File: src/pcs_defines.vh
// Purpose: Constants for the prefetch cache statistics counters
// Assumes: APB slave with 32-bit data, word aligned registers
// Notes: Offsets are byte addresses within the block
`ifndef PCS_DEFINES_VH
`define PCS_DEFINES_VH

`define PCS_ADDR_W 4
`define PCS_OFF_HIT 4'h0
`define PCS_OFF_MISS 4'h4
`define PCS_OFF_ABORT 4'h8
`define PCS_CNT_W 32
`define PCS_CNT_ONE 32'h00000001
`define PCS_RDATA_RST 32'h00000000

`endif

File: src/pcs_stat_counters.v
// Purpose: Prefetch cache hit, miss and abort statistics counters on APB
// Assumes: Event inputs are one-cycle pulses synchronous to pclk
// Notes: Counter contents are undefined until software writes them
//   and survive presetn; only the read register and the bus phase are reset.
//   A write in the same cycle as an event wins over the event.
//   Unmapped offsets answer with pslverr and read as zero.
//
// Behaviour
// - Count one hit for each cacheable fetch or load that hits the prefetch cache.
// - Never change hit or miss counts for an access to a non-cacheable region.
// - Count one miss for each cacheable instruction fetch that misses the cache.
// - Count one abort whenever an automatic prefetch is abandoned by a non-sequential access.
// - The hit counter is a full 32-bit field that software reads and writes.
// - The miss counter is a full 32-bit field that software reads and writes.
// - The abort counter is a full 32-bit read-write field, undefined after power-on.
`timescale 1ns/1ps
`include "pcs_defines.vh"

module pcs_stat_counters (
  // APB clock and reset
  input wire pclk,
  input wire presetn,
  // APB slave
  input wire psel,
  input wire penable,
  input wire pwrite,
  input wire [`PCS_ADDR_W-1:0] paddr,
  input wire [31:0] pwdata,
  output wire pready,
  output wire pslverr,
  output reg [31:0] prdata,
  // Processor access events
  input wire acc_valid,
  input wire acc_fetch,
  input wire acc_load,
  input wire acc_cacheable,
  input wire acc_hit,
  input wire prefetch_abort
);

  // Counter values
  wire [`PCS_CNT_W-1:0] hit_count;
  wire [`PCS_CNT_W-1:0] miss_count;
  wire [`PCS_CNT_W-1:0] abort_count;

  // Bus qualifiers
  wire access;
  wire wr;
  wire rd_setup;

  // Bus phase, one-hot
  localparam [2:0] PH_IDLE = 3'b001;
  localparam [2:0] PH_SETUP = 3'b010;
  localparam [2:0] PH_ACCESS = 3'b100;
  reg [2:0] phase_q;
  reg [2:0] phase_d;

  // Register decode
  reg sel_hit;
  reg sel_miss;
  reg sel_abort;
  reg mapped;

  // Processor access class, one-hot
  localparam [3:0] CLS_IDLE = 4'b0001;
  localparam [3:0] CLS_FETCH = 4'b0010;
  localparam [3:0] CLS_LOAD = 4'b0100;
  localparam [3:0] CLS_STORE = 4'b1000;
  reg [3:0] acc_class;
  reg cached_access;
  reg fetch_or_load;
  reg fetch_only;

  // Counter strobes
  reg hit_event;
  reg miss_event;
  reg abort_event;
  reg load_hit;
  reg load_miss;
  reg load_abort;
  reg inc_hit;
  reg inc_miss;
  reg inc_abort;

  // Read path
  reg [31:0] rdata_sel;
  reg [31:0] rdata_d;

  assign access = psel & penable;
  // Reads are captured in the setup cycle
  assign rd_setup = psel & ~penable & ~pwrite;

  // Tracks the bus so that an access phase counts only after its own setup cycle
  always @* begin
    phase_d = PH_IDLE;
    case (phase_q)
      PH_IDLE: begin
        if (psel & ~penable) begin
          phase_d = PH_SETUP;
        end
      end
      PH_SETUP: begin
        if (psel & penable) begin
          phase_d = PH_ACCESS;
        end else if (psel) begin
          phase_d = PH_SETUP;
        end
      end
      PH_ACCESS: begin
        if (psel & ~penable) begin
          phase_d = PH_SETUP;
        end
      end
      default: begin
        phase_d = PH_IDLE;
      end
    endcase
  end

  always @(posedge pclk or negedge presetn) begin
    if (!presetn) begin
      phase_q <= PH_IDLE;
    end else begin
      phase_q <= phase_d;
    end
  end

  // A stray penable with no setup before it must not overwrite a count
  assign wr = access & pwrite & (phase_q == PH_SETUP);

  // Only the three word offsets are mapped
  always @* begin
    sel_hit = 1'b0;
    sel_miss = 1'b0;
    sel_abort = 1'b0;
    case (paddr)
      `PCS_OFF_HIT: begin
        sel_hit = 1'b1;
      end
      `PCS_OFF_MISS: begin
        sel_miss = 1'b1;
      end
      `PCS_OFF_ABORT: begin
        sel_abort = 1'b1;
      end
      default: begin
        sel_hit = 1'b0;
      end
    endcase
    mapped = sel_hit | sel_miss | sel_abort;
  end

  // Zero wait states; unmapped addresses answer with an error
  assign pready = 1'b1;
  assign pslverr = access & ~mapped;

  // A fetch that also claims to be a load is taken as a fetch, so it can still miss
  always @* begin
    acc_class = CLS_IDLE;
    if (acc_valid) begin
      case ({acc_fetch, acc_load})
        2'b10: begin
          acc_class = CLS_FETCH;
        end
        2'b11: begin
          acc_class = CLS_FETCH;
        end
        2'b01: begin
          acc_class = CLS_LOAD;
        end
        default: begin
          acc_class = CLS_STORE;
        end
      endcase
    end
  end

  // Shared qualifiers for the hit and miss terms
  always @* begin
    cached_access = acc_valid & acc_cacheable;
    fetch_or_load = (acc_class == CLS_FETCH) | (acc_class == CLS_LOAD);
    fetch_only = (acc_class == CLS_FETCH);
  end

  // Stores never count as hits or misses
  always @* begin
    hit_event = 1'b0;
    if (cached_access & acc_hit & fetch_or_load) begin
      hit_event = 1'b1;
    end
  end

  // Only fetches count as misses; a missing load is not counted
  always @* begin
    miss_event = 1'b0;
    if (cached_access & ~acc_hit & fetch_only) begin
      miss_event = 1'b1;
    end
  end

  // Abort cause is judged upstream; every pulse counts once
  always @* begin
    abort_event = prefetch_abort;
  end

  // Write strobes per register; an unmapped write touches nothing
  always @* begin
    load_hit = 1'b0;
    load_miss = 1'b0;
    load_abort = 1'b0;
    if (wr) begin
      case ({sel_abort, sel_miss, sel_hit})
        3'b001: begin
          load_hit = 1'b1;
        end
        3'b010: begin
          load_miss = 1'b1;
        end
        3'b100: begin
          load_abort = 1'b1;
        end
        default: begin
          load_hit = 1'b0;
        end
      endcase
    end
  end

  // Software write wins; a same-cycle event is dropped so the written value is exact
  always @* begin
    inc_hit = hit_event;
    inc_miss = miss_event;
    inc_abort = abort_event;
    if (load_hit) begin
      inc_hit = 1'b0;
    end
    if (load_miss) begin
      inc_miss = 1'b0;
    end
    if (load_abort) begin
      inc_abort = 1'b0;
    end
  end

  // Limitation: counters have no reset, so software must write them before use
  pcs_counter u_hit (
    .pclk(pclk),
    .load(load_hit),
    .load_value(pwdata),
    .inc(inc_hit),
    .count(hit_count)
  );

  pcs_counter u_miss (
    .pclk(pclk),
    .load(load_miss),
    .load_value(pwdata),
    .inc(inc_miss),
    .count(miss_count)
  );

  pcs_counter u_abort (
    .pclk(pclk),
    .load(load_abort),
    .load_value(pwdata),
    .inc(inc_abort),
    .count(abort_count)
  );

  // Word selected for a read, zero at an unmapped offset
  always @* begin
    case ({sel_abort, sel_miss, sel_hit})
      3'b001: begin
        rdata_sel = hit_count;
      end
      3'b010: begin
        rdata_sel = miss_count;
      end
      3'b100: begin
        rdata_sel = abort_count;
      end
      default: begin
        rdata_sel = `PCS_RDATA_RST;
      end
    endcase
  end

  // Read data is registered, so the value is from the setup cycle's edge
  always @* begin
    rdata_d = prdata;
    if (rd_setup) begin
      rdata_d = rdata_sel;
    end
  end

  always @(posedge pclk or negedge presetn) begin
    if (!presetn) begin
      prdata <= `PCS_RDATA_RST;
    end else begin
      prdata <= rdata_d;
    end
  end

endmodule

File: src/pcs_counter.v
// Purpose: One 32-bit statistics counter with software load
// Assumes: Load and increment never both wanted without a defined winner
// Notes: Contents are not reset; they are undefined until written
`timescale 1ns/1ps
`include "pcs_defines.vh"

module pcs_counter (
  // Clock
  input wire pclk,
  // Control
  input wire load,
  input wire [`PCS_CNT_W-1:0] load_value,
  input wire inc,
  // State
  output wire [`PCS_CNT_W-1:0] count
);

  reg [`PCS_CNT_W-1:0] count_q;
  reg [`PCS_CNT_W-1:0] count_d;

  // Software write wins; a same-cycle event is dropped so the written value is exact
  always @* begin
    count_d = count_q;
    if (load) begin
      count_d = load_value;
    end else if (inc) begin
      count_d = count_q + `PCS_CNT_ONE;
    end
  end

  // No reset on purpose: the counter powers up undefined
  always @(posedge pclk) begin
    count_q <= count_d;
  end

  assign count = count_q;

endmodule

File: config.mk
export PLATFORM = sky130hd
export DESIGN_NAME = pcs_stat_counters
export DESIGN_NICKNAME = d
export VERILOG_FILES = /design/src/pcs_stat_counters.v /design/src/pcs_counter.v
export VERILOG_INCLUDE_DIRS = /design/src
export SDC_FILE = /design/constraint.sdc
export NUM_CORES = 1
export LEC_CHECK = 0
export ABC_AREA = 0
export ABC_CLOCK_PERIOD_IN_PS = 2900
export BUFFER_PORTS_ARGS = -buffer_cell sky130_fd_sc_hd__buf_4
export CAP_MARGIN = 30
export CORE_MARGIN = 3
export CORE_UTILIZATION = 60
export DETAILED_ROUTE_END_ITERATION = 10
export GPL_ROUTABILITY_DRIVEN = 0
export PLACE_DENSITY = 0.83
export SLEW_MARGIN = 20
export SYNTH_ARGS = -nofsm -noshare
export SYNTH_HDL_FRONTEND = slang
export SYNTH_HIERARCHICAL = 1
export SYNTH_SLANG_ARGS = --single-unit
File: constraint.sdc
create_clock -name pclk -period 2.9 [get_ports pclk]
set_input_delay 0.58 -clock pclk [delete_from_list [all_inputs] [get_ports pclk]]
set_output_delay 0.58 -clock pclk [all_outputs]
set_load 0.03 [all_outputs]
==> qor.yml <==
status:
  status: "finished clean"
die:
  die_area_mm2: 0.0149
  rows: 41
  top_level_ports: 81
  die_width_um: 122
  coreArea_mm2: 0.0129
  initial_core_util_pct: 62.7
  die_h_um: 122
place:
  dpl_cell_area_mm2: 0.00894
  port_buffers: 79
  hpwlAfterDp_um: 17400
setup_path:
  crit_path_start_kind: "flop"
  critPathRequiredTime_ns: 3.08
  cp.arrival_ns: 2.70
  worst-r2r-setup-slack_ns: 0.38
  end_kind: "flop"
  timing.rr.end: "u_miss/count[14]"
  worst-path-max-fanout: 17
  worstRegToRegCells: 6
  setup.worst_path.class: "flop to flop"
  reg2reg_from: "phase_q[0]"
detailed_routing:
  routed-via-count: 7633
  drc: 0
  antenna_left: 0
  avgViaCountPerCell: 6.96
  detailedRoute.firstIterationViolations: 1462
  routed_wl_um: 24000
  drtPass1Iterations: 9
  wl_per_cell_um: 21.9
clock_tree:
  path_clk_slew_ns: 0.06
  post_cts_buffers: 0
  postCtsHoldBufs: 0
  cts_sinks: 131
  cts_buffer_depth: 2
  cts_max_level: 4
  cts_tree: "built"
  cts.repair.resized: 0
  clockRootBuffer: "clkbuf_16"
  clock_latency_ns: 0.43
  cts_buffers: 17
sta:
  clock_skew_ns: 0.00720
  worstMarginPinSlew_ns: 0.713
  slew_headroom_pct: 52.2
  hold_viol_final: 0
  slew_viol_final: 0
  rsz0062_at_grt: "false"
  tns_ns: 0
  setup_viol: 0
  layout_min_cycle_time_ns: 2.52
  timing.final.crit_share_pct: 86.9
  whs_ns: 0.0889
  fmax_mhz: 397
synthesis:
  synth-seq-area-share_pct: 46.4
  synth_top_area_cell: "edfxtp_1"
  synth_area_leaders: "edfxtp_1 36%, dfrtp_1 10%, nand2_1 6.1%"
  yosysTopAreaCellShare_pct: 35.6
  yosysWarnings: 6
  syn_area_per_cell_um2: 9.70
  postSynthCellCount: 836
  ys_ff_latch: 131
  synth_edf_count: 96
  synth_ff_type: "edfxtp_1"
  synth_nets: 886
  yosysUniqueCellTypes: 53
  synthArstFlopShare_pct: 26.7
  syn_area_mm2: 0.00811
power_and_ir_drop:
  irDropWorstVdd_mv: 0.358
  p_total_mw: 4.61
  power.density_mw_per_mm2: 487
  p_leak_nw: 3.24
cells_and_area:
  final_core_util_pct: 73.2
  drive_gt1_share_pct: 19.0
  final_cell_area_mm2: 0.00947
  nFillCells: 898
  multi_input_area_mm2: 0.00404
  areaGrowthSynthToFinish_pct: 16.8
  num-nets-final: 962
  diodes: 0
  seqCellArea_mm2: 0.00376
min_path:
  hold_path.class: "input port to asynchronous set/reset pin"
global_routing:
  grt_use_total_pct: 32.0
  grt_max_degree: 48
  antenna_found_initial: 0
  grt_pass1_vias: 6804
  grt_pass1_wl_um: 36400
  grt-ovfl-total: 0
run:
  maxCapViolCount: 0
-- worst max-delay path by stage --
stage                    start               end  slack, ns  depth (start not counted)
floorplan             paddr[3]   u_miss/count[0]       0.05                          7
global placement        pwrite  u_miss/count[14]       0.31                          7
detailed placement      pwrite  u_miss/count[14]       0.28                          7
CTS                 phase_q[0]  u_miss/count[14]       0.44                          6
global route        phase_q[0]  u_miss/count[14]       0.27                          6
finish              phase_q[0]  u_miss/count[14]       0.38                          6
-- where the power goes --
| group | internal (mW) | switching, mW |
|---|---|---|
| Clock | 1.17 | 0.769 |
| Combinational | 0.189 | 0.293 |
| Sequential | 2.09 | 0.0894 |
| Total | 3.45 | 1.15 |
-- metal layers --
| metal | global-route usage (%) | part of all wire (%) | vias up |
|---|---|---|---|
| met5 | 0 | 0 | - |
| met2 | 49.0 | 44 | 649 |
| met3 | 7.37 | 14 | 80 |
| li1 | - | - | 3360 |
| met1 | 44.8 | 39 | 3544 |
| met4 | 11.8 | 3.2 | 0 |
-- layout by cell type, fill, tap and decap left out, types with 4 or more instances in the layout --
cell type / count
nand3_1: 30
a22oi_1: 27
nor4_1: 24
edfxtp_1: 96
or4_1: 33
xnor2_1: 30
o31ai_1: 22
nor3_1: 22
nor2_1: 40
a222oi_1: 17
buf_12: 4
o21ai_0: 66
xor2_1: 9
mux2_2: 21
clkbuf_1: 5
nor2b_1: 22
a31oi_1: 26
clkbuf_16: 17
clkbuf_8: 4
o21ai_1: 18
nor4_2: 4
nor3b_1: 6
inv_1: 12
buf_4: 105
a221o_1: 6
nand2_1: 132
dfrtp_1: 34
nand4_1: 24
clkinv_2: 6
mux2i_1: 21
-- state kept, by name, summed over array words and instances, names as in the netlist --
| register | count |
|---|---|
| phase_q | 3 |
| u_hit/count | 32 |
| u_abort/count | 32 |
| prdata | 32 |
| u_miss/count | 32 |
-- synthesized netlist by cell type (6+ instances only) --
library cell / n
nand2_1: 132
edfxtp_1: 96
o21ai_0: 66
nor2_1: 40
dfrtp_1: 34
or4_1: 33
clkbuf_1: 30
nand3_1: 30
xnor2_1: 30
a22oi_1: 27
a31oi_1: 26
nand4_1: 24
nor4_1: 24
nor2b_1: 22
nor3_1: 22
o31ai_1: 22
mux2_2: 21
mux2i_1: 21
o21ai_1: 18
a222oi_1: 17
inv_1: 12
buf_2: 10
xor2_1: 9
a221o_1: 6
clkbuf_2: 6
nor3b_1: 6
-- area by class of cell --
cell class	count	share of cell area [%]
Timing Repair Buffer	109	9.17
Sequential cell	131	39.7
Clock inverter	6	0.317
Inverter	15	0.595
Clock buffer	26	5.27
Tap cell	172	2.27
Multi-Input combinational cell	638	42.7
-- through the flow --
step           cells  worst slack (ns)
6_report        1097             0.380
5_1_grt         1097             0.267
4_1_cts         1097             0.436
3_5_place_dp    1065             0.282
3_3_place_gp    1064             0.307
2_1_floorplan    836            0.0500
-- worst max-delay path, stage by stage (launching register included) --
cell	delay, ns
dfstp_2	0.38
nand2b_1	0.20
nor4_2	0.23
buf_4	0.18
and2_1	0.37
clkinv_1	0.49
mux2_2	0.42
-- cell families (layout without fill, tap and decap cells) --
logic type,after synthesis,after routing,synth area share [%]
AOI/OAI and AO/OA,188,188,15.2
xor gates and xnor gates,39,39,4.21
adders and majority gates,3,3,0.463
buffers and inverters,67,156,3.81
DFF,131,131,46.4
muxes,42,42,5.51
other,1,1,0.0463
and+or+nand+nor,365,365,24.4
(Power assumes the default switching activity.)
